**config.mk**
```make
export PLATFORM = sky130hd
export DESIGN_NAME = lamp_output_drive_control
export DESIGN_NICKNAME = d
export VERILOG_FILES = /design/src/rtl/lamp_drive_pkg.sv /design/src/rtl/lamp_output_drive_control.sv
export SDC_FILE = /design/constraint.sdc
export NUM_CORES = 1
export LEC_CHECK = 0
export BUFFER_PORTS_ARGS = -buffer_cell sky130_fd_sc_hd__buf_4
export CAP_MARGIN = 20
export CORE_MARGIN = 3
export CORE_UTILIZATION = 40
export CTS_BUF_LIST = sky130_fd_sc_hd__clkbuf_8 sky130_fd_sc_hd__clkbuf_16
export DETAILED_ROUTE_END_ITERATION = 8
export PLACE_DENSITY = 0.65
export SLEW_MARGIN = 20
export SYNTH_ARGS = -nofsm -noshare
export SYNTH_HDL_FRONTEND = slang
export SYNTH_SLANG_ARGS = --single-unit
```
**constraint.sdc**
```tcl
create_clock -name clk -period 3.1 [get_ports clk]
set_input_delay 0.155 -clock clk [delete_from_list [all_inputs] [get_ports clk]]
set_output_delay 0.155 -clock clk [all_outputs]
set_load 0.01 [all_outputs]
```
**src/rtl/lamp_drive_pkg.sv**
```systemverilog
// Shared constants and types for the lamp output drive control block
package lamp_drive_pkg;

    // Number of lamp pins and width of each control field
    localparam int LAMPS = 2;

    // Register offsets
    localparam logic [7:0] ADDR_DRIVE_TYPE = 8'h71;
    localparam logic [7:0] ADDR_LINK       = 8'h72;
    localparam logic [7:0] ADDR_POLARITY   = 8'h73;
    localparam logic [7:0] ADDR_MANUAL     = 8'h74;

    // Reset values of the stored fields
    localparam logic [LAMPS-1:0] FIELD_RESET = 2'h0;
    localparam logic [7:0]       RDATA_RESET = 8'h00;

    // Duty resolution: one period is DUTY_TOP+1 clock cycles
    localparam int         DUTY_W    = 4;
    localparam logic [3:0] DUTY_TOP  = 4'hF;
    localparam logic [3:0] DUTY_ZERO = 4'h0;
    localparam logic [3:0] DUTY_STEP = 4'h1;

    typedef logic [DUTY_W-1:0] duty_t;

    // Register access request from the serial interface core
    typedef struct packed {
        logic       wr;
        logic       rd;
        logic [7:0] addr;
        logic [7:0] wdata;
    } reg_req_t;

    // Duty settings handed in by the behaviour logic per lamp
    typedef struct packed {
        logic  breathe;
        duty_t max_duty;
        duty_t min_duty;
    } lamp_duty_t;

    // Pin drive: level driven and active-low output enable
    typedef struct packed {
        logic level;
        logic oe_n;
    } pin_drive_t;

    // Breathing ramp phase, one-hot
    typedef enum logic [2:0] {
        RAMP_HOLD = 3'b001,
        RAMP_UP   = 3'b010,
        RAMP_DOWN = 3'b100
    } ramp_state_t;

endpackage

```
**src/rtl/lamp_output_drive_control.sv**
```systemverilog
// Output stage control for two lamp driver pins with touch linking
//
// How it works
// - Drive-type bit zero: pin open-drain, low when driven, released otherwise.
// - Drive-type bit one: pin push-pull, driven high for one, low for zero.
// - Drive-type register: bit one for lamp b, bit zero for lamp a.
// - Link bit one set: touch on sensor b actuates lamp b with its behaviour.
// - Link bit clear: touches ignored, lamp follows its manual drive bit.
// - Link bit zero ties lamp a to sensor a the same way.
// - Linked touch acts as manual drive one; polarity applied afterwards.
// - Duty gives time at logic one non-inverted, logic zero inverted.
// - Breathing ramps duty from minimum up to maximum then back down.
// - No touch and manual bit zero: lamp runs at minimum duty.
// - Polarity zero (default, inverted): duty counts time at logic zero.
// - Polarity one (non-inverted): duty counts time at logic one or release.
// - Polarity register: bit one for lamp b, bit zero for lamp a.
// - Linked lamps run from sensor events regardless of manual bits.
// - Unlinked lamp uses its manual drive bit to decide actuation.
// - Manual bit zero gives minimum duty; one actuates up to maximum duty.
// - Manual drive register: bit one for lamp b, bit zero for lamp a.
// - Non-inverted lamp is lit for one hundred percent minus the duty.
`timescale 1ns/1ps
`default_nettype none

module lamp_output_drive_control
(
    input  wire logic                       clk,
    input  wire logic                       arst_n,
    input  wire logic                       ce,
    input  wire lamp_drive_pkg::reg_req_t   reg_req,
    output var  logic [7:0]                 reg_rdata,
    input  wire logic                       touch_input_a,
    input  wire logic                       touch_input_b,
    input  wire lamp_drive_pkg::lamp_duty_t duty_a,
    input  wire lamp_drive_pkg::lamp_duty_t duty_b,
    output var  logic                       lamp_actuate_a,
    output var  logic                       lamp_actuate_b,
    output var  lamp_drive_pkg::pin_drive_t lamp_out_a,
    output var  lamp_drive_pkg::pin_drive_t lamp_out_b
);

    localparam int N = lamp_drive_pkg::LAMPS;

    ////////////////////////////////////////////////////////////////////////
    // Register file

    logic [N-1:0] type_reg;
    logic [N-1:0] type_next;
    logic [N-1:0] link_reg;
    logic [N-1:0] link_next;
    logic [N-1:0] pol_reg;
    logic [N-1:0] pol_next;
    logic [N-1:0] manual_reg;
    logic [N-1:0] manual_next;
    logic [7:0]   rdata_reg;
    logic [7:0]   rdata_next;

    // Only the low field bits are stored; the rest never exist
    always_comb
    begin
        type_next   = type_reg;
        link_next   = link_reg;
        pol_next    = pol_reg;
        manual_next = manual_reg;
        rdata_next  = rdata_reg;
        if (reg_req.wr)
        begin
            unique case (reg_req.addr)
                lamp_drive_pkg::ADDR_DRIVE_TYPE:
                    type_next = reg_req.wdata[N-1:0];
                lamp_drive_pkg::ADDR_LINK:
                    link_next = reg_req.wdata[N-1:0];
                lamp_drive_pkg::ADDR_POLARITY:
                    pol_next = reg_req.wdata[N-1:0];
                lamp_drive_pkg::ADDR_MANUAL:
                    manual_next = reg_req.wdata[N-1:0];
                default:
                    ;
            endcase
        end
        // Read data held until the next read; unmapped reads give zero
        if (reg_req.rd)
        begin
            rdata_next = lamp_drive_pkg::RDATA_RESET;
            unique case (reg_req.addr)
                lamp_drive_pkg::ADDR_DRIVE_TYPE:
                    rdata_next[N-1:0] = type_reg;
                lamp_drive_pkg::ADDR_LINK:
                    rdata_next[N-1:0] = link_reg;
                lamp_drive_pkg::ADDR_POLARITY:
                    rdata_next[N-1:0] = pol_reg;
                lamp_drive_pkg::ADDR_MANUAL:
                    rdata_next[N-1:0] = manual_reg;
                default:
                    ;
            endcase
        end
    end

    always_ff @(posedge clk or negedge arst_n)
    begin
        if (!arst_n)
        begin
            type_reg   <= lamp_drive_pkg::FIELD_RESET;
            link_reg   <= lamp_drive_pkg::FIELD_RESET;
            pol_reg    <= lamp_drive_pkg::FIELD_RESET;
            manual_reg <= lamp_drive_pkg::FIELD_RESET;
            rdata_reg  <= lamp_drive_pkg::RDATA_RESET;
        end
        else if (ce)
        begin
            type_reg   <= type_next;
            link_reg   <= link_next;
            pol_reg    <= pol_next;
            manual_reg <= manual_next;
            rdata_reg  <= rdata_next;
        end
    end

    assign reg_rdata = rdata_reg;

    ////////////////////////////////////////////////////////////////////////
    // Shared duty counter: one duty period is DUTY_TOP+1 cycles

    lamp_drive_pkg::duty_t pwm_cnt_reg;
    lamp_drive_pkg::duty_t pwm_cnt_next;
    logic                  pwm_wrap;

    always_comb
    begin
        pwm_wrap     = (pwm_cnt_reg == lamp_drive_pkg::DUTY_TOP);
        pwm_cnt_next = pwm_cnt_reg + lamp_drive_pkg::DUTY_STEP;
    end

    always_ff @(posedge clk or negedge arst_n)
    begin
        if (!arst_n)
            pwm_cnt_reg <= lamp_drive_pkg::DUTY_ZERO;
        else if (ce)
            pwm_cnt_reg <= pwm_cnt_next;
    end

    ////////////////////////////////////////////////////////////////////////
    // Per lamp: actuation source, duty ramp and pin drive

    logic [N-1:0]               touch;
    lamp_drive_pkg::lamp_duty_t duty      [N];
    logic [N-1:0]               act_reg;
    logic [N-1:0]               act_next;
    lamp_drive_pkg::pin_drive_t pin_reg   [N];
    lamp_drive_pkg::pin_drive_t pin_next  [N];
    lamp_drive_pkg::duty_t      level_reg [N];
    lamp_drive_pkg::duty_t      level_next[N];
    lamp_drive_pkg::ramp_state_t state_reg [N];
    lamp_drive_pkg::ramp_state_t state_next[N];
    logic [N-1:0]               pin_level;

    assign touch   = {touch_input_b, touch_input_a};
    assign duty[0] = duty_a;
    assign duty[1] = duty_b;

    genvar i;
    generate
        for (i = 0; i < N; i++)
        begin : g_lamp
            logic phase;

            // A linked touch counts exactly as a manual drive of one
            always_comb
            begin
                act_next[i] = link_reg[i] ? touch[i]
                                          : manual_reg[i];
            end

            // Duty level: minimum when idle, maximum when steady,
            // ramping min-max-min when breathing. A new breath always
            // restarts from the minimum so the ramp shape stays whole.
            always_comb
            begin
                level_next[i] = level_reg[i];
                state_next[i] = state_reg[i];
                if (!act_reg[i])
                begin
                    level_next[i] = duty[i].min_duty;
                    state_next[i] = lamp_drive_pkg::RAMP_HOLD;
                end
                else if (!duty[i].breathe)
                begin
                    level_next[i] = duty[i].max_duty;
                    state_next[i] = lamp_drive_pkg::RAMP_HOLD;
                end
                else
                begin
                    unique case (state_reg[i])
                        lamp_drive_pkg::RAMP_HOLD:
                        begin
                            level_next[i] = duty[i].min_duty;
                            state_next[i] = lamp_drive_pkg::RAMP_UP;
                        end
                        lamp_drive_pkg::RAMP_UP:
                            if (pwm_wrap)
                            begin
                                if (level_reg[i] >= duty[i].max_duty)
                                    state_next[i] = lamp_drive_pkg::RAMP_DOWN;
                                else
                                    level_next[i] = level_reg[i]
                                        + lamp_drive_pkg::DUTY_STEP;
                            end
                        lamp_drive_pkg::RAMP_DOWN:
                            if (pwm_wrap)
                            begin
                                if (level_reg[i] <= duty[i].min_duty)
                                    state_next[i] = lamp_drive_pkg::RAMP_UP;
                                else
                                    level_next[i] = level_reg[i]
                                        - lamp_drive_pkg::DUTY_STEP;
                            end
                        default:
                            state_next[i] = lamp_drive_pkg::RAMP_HOLD;
                    endcase
                end
            end

            // Duty counts the logic-one time when non-inverted and the
            // logic-zero time when inverted, so lit time flips with it
            always_comb
            begin
                phase        = (pwm_cnt_reg < level_reg[i]);
                pin_level[i] = phase ^ ~pol_reg[i];
                if (type_reg[i])
                begin
                    pin_next[i].level = pin_level[i];
                    pin_next[i].oe_n  = 1'b0;
                end
                else
                begin
                    // Open-drain: never drive high, the pull-up does it
                    pin_next[i].level = 1'b0;
                    pin_next[i].oe_n  = pin_level[i];
                end
            end

            always_ff @(posedge clk or negedge arst_n)
            begin
                if (!arst_n)
                begin
                    act_reg[i]   <= 1'b0;
                    level_reg[i] <= lamp_drive_pkg::DUTY_ZERO;
                    state_reg[i] <= lamp_drive_pkg::RAMP_HOLD;
                    pin_reg[i]   <= '{level: 1'b0, oe_n: 1'b1};
                end
                else if (ce)
                begin
                    act_reg[i]   <= act_next[i];
                    level_reg[i] <= level_next[i];
                    state_reg[i] <= state_next[i];
                    pin_reg[i]   <= pin_next[i];
                end
            end

        end
    endgenerate

    // Actuation goes out to the behaviour logic
    assign lamp_actuate_a = act_reg[0];
    assign lamp_actuate_b = act_reg[1];
    assign lamp_out_a     = pin_reg[0];
    assign lamp_out_b     = pin_reg[1];
endmodule

`default_nettype wire

```
==> results of run 1 <==
-- area by class of cell --
class / count / share of cell area
clock buffer: 6 / 0.02585
clock inverter: 2 / 0.002742
inverter: 23 / 0.02703
multi-input combinational: 212 / 0.5421
sequential: 34 / 0.2679
tap: 77 / 0.03016
timing repair buffer: 44 / 0.1042
-- kinds of logic (layout without fill, tap and decap cells) --
family / after synthesis / count (layout)
AND/OR/NAND/NOR: 75 / 75
AO/OA/AOI/OAI: 64 / 64
buffers and inverters: 38 / 75
flip-flops: 34 / 34
adder cells (fa/ha/maj): 29 / 29
multiplexers: 23 / 23
XOR/XNOR: 15 / 15
other: 1 / 6
-- placed cells by master (no fill, tap or decap), types with 3 or more instances in the layout --
cell | synthesis | layout
buf_4 | 7 | 43
dfrtp_1 | 30 | 30
ha_1 | 27 | 27
inv_1 | 23 | 24
nand2_1 | 18 | 18
nor2_1 | 15 | 15
xnor2_1 | 12 | 12
mux2i_1 | 12 | 12
a21oi_1 | 11 | 11
mux2_2 | 9 | 9
o21ai_0 | 8 | 8
a22oi_1 | 8 | 8
o22ai_1 | 6 | 6
conb_1 | 1 | 6
clkbuf_8 | 0 | 6
nand4_1 | 5 | 5
nor2b_1 | 5 | 5
nand2b_1 | 4 | 4
nand3_1 | 4 | 4
dfstp_2 | 4 | 4
a211oi_1 | 3 | 3
o31ai_1 | 3 | 3
nor3b_1 | 3 | 3
o21a_1 | 3 | 3
nor3_1 | 3 | 3
xor2_1 | 3 | 3
-- worst reg2reg max path, delay by kind of cell, from the launching register on --
| kind | cells | cell delay (ns) |
|---|---|---|
| AOI/OAI and AO/OA | 2 | 0.93 |
| adders and majority gates | 1 | 0.28 |
| buffers and inverters | 1 | 0.12 |
| DFF | 1 | 0.43 |
| muxes | 1 | 0.25 |
| and+or+nand+nor | 2 | 0.28 |
-- metrics by stage --
| stage | hold WS, ns | worst slack, ns | power (W) | instance area, µm² |
|---|---|---|---|---|
| floorplan | -0.1406 | 1.030 | 0.001021 | 2768 |
| global placement | 0.1277 | 0.7900 | 0.001167 | 3093 |
| detailed placement | 0.1282 | 0.7496 | 0.001193 | 3093 |
| CTS | 0.1245 | 0.7337 | 0.001529 | 3194 |
| global route | 0.1254 | 0.5676 | 0.001644 | 3194 |
| finish | 0.1268 | 0.7386 | 0.001510 | 3194 |
-- layer usage --
layer / up-vias / part of all wire / GRT usage
met5: - / 0 / 0
met4: 0 / 0.0047 / 0.02335
met3: 4 / 0.044 / 0.03502
met2: 47 / 0.48 / 0.2659
met1: 1012 / 0.47 / 0.2056
li1: 1085 / - / -
-- power by group through the flow --
stage | Sequential (W) | Combinational (W) | Clock [W]
finish | 0.000620 | 0.000560 | 0.000330
global route | 0.000636 | 0.000642 | 0.000366
CTS | 0.000622 | 0.000569 | 0.000338
detailed placement | 0.000629 | 0.000564 | 0
global placement | 0.000628 | 0.000539 | 0
floorplan | 0.000600 | 0.000421 | 0
-- how the worst max path moves through the flow --
| stage | startpoint | endpoint | slack (ns) | cells past startpoint |
|---|---|---|---|---|
| finish | level_reg[0] | level_reg[1] | 0.74 | 7 |
| global route | level_reg[0] | level_reg[2] | 0.57 | 7 |
| detailed placement | level_reg[0] | level_reg[1] | 0.75 | 7 |
| floorplan | level_reg[0] | level_reg[0] | 1.03 | 7 |
| CTS | level_reg[0] | level_reg[1] | 0.73 | 7 |
| global placement | level_reg[0] | level_reg[3] | 0.79 | 7 |
==> metrics.txt, run 1 <==
Buffers on Ports=42; Pleak=approximately 1.5 nW; Worst Skew=0.002886 ns; multiplexer share of the synthesized area=0.08876; Final ANT Viol Nets=0; Critical Path AT=around 2.6 ns; total inserted antenna cells=0; Largest register FFs=8; clk slew on worst S/H paths=~0.070 ns; hold endpoint=manual_reg[1]; Synth warnings=0; top cells by area, synth=dfrtp_1 (27%), ha_1 (12%), mux2i_1 (4.4%); Mapped Cells=roughly 280; Die ar.=about 7900 µm²; clock net sink count=34; Layout Cells excl Fill=about 400; internal power=~0.001 W; Final Hold Viols=0; CTS tree=built; antenna violations before repair=0; CTS resizes=0; WP buf/inv=1; hold-fix buffers at CTS=1; final wirelength=roughly 5700 µm; Sw Share=0.3526; starting density of the core=0.4232; largest family of logic cells by synthesized area=compound AO/OA/AOI/OAI gates; largest net degree at the start of global routing=35; critical path's most frequent cell=a2111oi_4; fin nets=390; Yosys cell types=between 60 and 70; Final Critical Period=2.361 ns; VDD IR max=slightly above 0.3 mV; CP max stage cell=a2111oi_4; Post-synth EDFFs=0; share of cells above drive strength 1=0.2492; Worst R2R Path Depth=7; clock root buffer=clkbuf_8; Inst Count DP=roughly 390; Comb pwr share=0.371; Hold Path Cell Cnt=2; R2R Setup Slk=0.74 ns; Final period util=0.7617; Fmax=~420 MHz; kind of critical path=flop to flop; NetSw=0.0005323 W; outcome=finished, final reports clean; Synth Area in Adders=0.1375; CTS buffer count=5; Die Y-Extent=88.90 µm; Hold Startpoint=reg_req[1]; Post-CTS Setup Bufs=0; flops & latches, synth=34; launching point of the worst reg2reg path=level_reg[0]; Post-Syn Area=about 2700 µm²; 1st-pass router iterations=4; sequential share of power=0.411; Least-Margin Pin Slew=~0.53 ns; Layout fillers=around 610; DIE WIDTH=88.90 µm; cell with the most instances after synthesis=dfrtp_1; kind of end point of the critical path=flop; RSZ-0062 raised after global routing=no; top post-synthesis cells by count=dfrtp_1 (30), ha_1 (27), inv_1 (23); Ports=55; CP peak stage delay=0.52 ns; DP HPWL=about 4600 µm; Critical Path Source Type=flop; clock power share=0.218; Post-Route Setup TNS=0 ns; Crit path max-delay family=compound AO/OA/AOI/OAI gates; Max transition margin=0.6444; DRC Markers=0; Req. time, crit path=roughly 3.3 ns; Total GRT Usage=0.1554; Core Box Area=between 6000 and 7000 µm²; later-pin clock latency in the skew report=~0.28 ns; worst path cell trace=inv_1, ha_1, nand2b_4, a2111oi_4, nor4b_2, a2111oi_4, mux2i_1; Min-Delay Path Class=primary input to flop; Avg WL per Cell=between 10 and 15 µm; vias per std cell=around 5.4; Seq/Total Area, Yosys=0.3113; first-pass GRT wire length=around 9700 µm; Post-Synth Simple-Gate Area=0.1648; CP Max Fanout=4; via count=2148; fin util=0.4918; DR iter-0 viols=44; RR Endpoint=level_reg[1]; FFs w/ async S/R, synth=1.000; # setup viols final=0; Syn-to-layout area delta=16.20%; max-capacitance violation count=0; area leader, netlist=dfrtp_1; most used flip-flop cell after synthesis=dfrtp_1; H-tree depth=2; Placer Congestion=0.8740; PD cells=472.7 nW/µm²; top cell type's share of synthesized area=0.2731; # rows=29; average size of a mapped cell=9.853 µm²; Synth Area in Compound Gates=0.1830; Slew Viols, Final=0; flip-flop and latch area=between 800 and 900 µm²; vias in the first global route=around 2100; Clock Path Buffers=2; post-synthesis xor/xnor area fraction=0.04779; GRT overflow=0; multi-input logic area=1732 µm²
Note: power is estimated with default switching activity, not from simulation.
==> run 2, diff against run 1 <==
--- a/config.mk
+++ b/config.mk
@@ -11,7 +11,7 @@
 export CORE_UTILIZATION = 40
 export CTS_BUF_LIST = sky130_fd_sc_hd__clkbuf_8 sky130_fd_sc_hd__clkbuf_16
 export DETAILED_ROUTE_END_ITERATION = 8
-export PLACE_DENSITY = 0.65
+export PLACE_DENSITY = 0.67
 export SLEW_MARGIN = 20
 export SYNTH_ARGS = -nofsm -noshare
 export SYNTH_HDL_FRONTEND = slang
==> constraint.sdc (replaced) <==
create_clock -name clk -period 2.1 [get_ports clk]
set_input_delay 0.105 -clock clk [delete_from_list [all_inputs] [get_ports clk]]
set_output_delay 0.105 -clock clk [all_outputs]
set_load 0.01 [all_outputs]
==> run 2 against run 1 <==
Register-to-register slack got worse by 0.65 ns. Worst hold slack got worse by 0.052 ns. Clock power is 88% higher. Critical path type unchanged. Combinational power is 62% higher. Sequential cell count stayed put. Sequential share of layout area down 1.2 points. Largest cell class unchanged. Critical path depth shrank 1. Die area stayed put. Maximum frequency grew 18%. Count of clock-buffer cells in the layout down 1.
==> metrics.txt, run 2 (synthesis results as in run 1) <==
Comb pwr share=0.373 (+0.002); DP HPWL=4635 µm (+1.3%); Avg WL per Cell=14.80 µm (+3.3%); antenna violations before repair=0 (unchanged); Largest register FFs=8 (unchanged); # setup viols final=0 (unchanged); Final period util=0.9561 (+0.1944); largest net degree at the start of global routing=35 (unchanged); # rows=29 (unchanged); commonest cells after routing, fill and taps aside=buf_4 (57), dfrtp_1 (28), ha_1 (26), inv_1 (22), nand2_1 (18); via count=2250 (+4.7%); Fmax=498.1 MHz (+18%); Clock Path Buffers=2 (unchanged); Placer Congestion=0.8360 (-4.3%); H-tree depth=2 (unchanged); NetSw=0.0008528 W (+60%); clock net sink count=34 (unchanged); DRC Markers=0 (unchanged); Sw Share=0.3505 (-0.002107); total inserted antenna cells=0 (unchanged); Placed Area=3161 µm² (+2.2%); clk slew on worst S/H paths=0.08 ns (about the same); 1st-pass router iterations=4 (unchanged); clock root buffer=clkbuf_8; share of cells above drive strength 1=0.2955 (+0.04630); kind of end point of the critical path=flop; clock power share=0.255 (+0.037); Buffers on Ports=42 (unchanged); Worst Skew=0.004742 ns (+0.001856 ns); GRT overflow=0 (unchanged); Final ANT Viol Nets=0 (unchanged); PD cells=725.9 nW/µm² (+54%); Post-Route Setup TNS=0 ns (unchanged); VDD IR max=0.3789 mV (+25%); Final Critical Period=2.008 ns (-0.3536 ns); Final Hold Viols=0 (unchanged); Critical Path AT=2.19 ns (-0.38 ns); CP Max Fanout=4 (unchanged); Total GRT Usage=0.1646 (+0.009194); Min-Delay Path Class=primary input to flop; fin util=0.5161 (+0.02427); later-pin clock latency in the skew report=0.30 ns (+0.02 ns); final wirelength=6097 µm (+6.9%); Die ar.=7903 µm² (unchanged); starting density of the core=0.4232 (unchanged); Core Box Area=6495 µm² (unchanged); internal power=0.001580 W (+62%); Req. time, crit path=2.28 ns (-1.02 ns); outcome=finished, final reports clean; Syn-to-layout area delta=21.94%; CTS buffer count=5 (unchanged); Pleak=1.573 nW (+4.5%); most common cell after layout, fill and taps aside=buf_4; vias in the first global route=2217 (+3.2%); Slew Viols, Final=0 (unchanged); max-capacitance violation count=0 (unchanged); sequential share of power=0.372 (-0.039); fin nets=404 (+3.6%); vias per std cell=5.461 (+1.2%); kind of critical path=flop to flop; Die Y-Extent=88.90 µm (unchanged); CTS tree=built; Finished Cell Area=3352 µm² (+4.9%); DR iter-0 viols=135 (+210%); DIE WIDTH=88.90 µm (unchanged); Layout fillers=590 (-3.0%); Layout Cells excl Fill=412 (+3.5%); Ports=55 (unchanged); Critical Path Source Type=flop; first-pass GRT wire length=10050 µm (+3.1%); Inst Count DP=398 (+2.3%)
[run 2: changes by cell type in the layout (fill, tap and decap cells not counted), sizes merged]
cell | previous run | this run
buf | 43 | 57
clkinv | 1 | 0
bufinv | 0 | 1
inv | 24 | 23
clkbuf | 6 | 5
clkinvlp | 0 | 2
[run 2: power by group through the flow]
stage	Combinational [W]	Sequential, W	Clock (W)
after floorplan	0.000621	0.000886	0
after global placement	0.000849	0.000911	0
after detailed placement	0.000880	0.000916	0
after CTS	0.000886	0.000903	0.000644
after global routing	0.00104	0.000922	0.000661
final	0.000907	0.000906	0.000620
[run 2: routing by layer]
layer	global-route usage	share of wire
met5	0	0
met4	0.06593	0.014
met3	0.02857	0.040
met2	0.2699	0.48
met1	0.2158	0.47
[run 2: per-stage QoR]
stage | hold WS [ns] | power [W] | setup WS [ns]
detailed placement | 0.08671 | 0.001796 | 0.04031
CTS | 0.06249 | 0.002434 | 0.02048
finish | 0.07456 | 0.002433 | 0.09217
global route | 0.07621 | 0.002621 | -0.03318
floorplan | -0.1906 | 0.001507 | 0.03000
global placement | 0.08339 | 0.001760 | 0.08081
[run 2: layout make-up]
class / count / area, µm² / share of cell area
Clock buffer: 5 / 68.82 / 0.02053
Clock inverter: 3 / 45.04 / 0.01344
Timing Repair Buffer: 58 / 437.9 / 0.1306
Inverter: 23 / 86.33 / 0.02576
Multi-Input combinational cell: 212 / 1759 / 0.5248
Sequential cell: 34 / 858.3 / 0.2561
Tap cell: 77 / 96.34 / 0.02874
[run 2: what timing repair did]
| item | 4_1_cts | 5_1_grt |
|---|---|---|
| endpoints found under the setup margin | 0 | 8 |
| endpoints found under the hold margin | 30 | 0 |
| setup buffers | 0 | 5 |
| hold buffers | 1 | 0 |
| resized for setup | 0 | 6 |
[run 2: worst paths after layout]
path,from,slack [ns],endpoint,cells after the start
worst max register to register,level_reg[3],0.09,state_reg[2],6
worst min-delay path,reg_req[0],0.07,type_reg[0],2
worst min register to register,lamp_out_b[0],0.48,lamp_out_b[0],2
max in group asynchronous,arst_n,1.47,level_reg[1],2
min in group asynchronous,arst_n,0.29,manual_reg[0],2
worst max-delay path,level_reg[3],0.09,state_reg[2],6
[run 2: critical path, stage by stage, from the launching register on]
cell	delay [ns]
dfrtp_1	0.42
ha_1	0.34
a21oi_1	0.16
nand2_1	0.09
o211ai_1	0.30
o311a_1	0.26
mux2_1	0.32
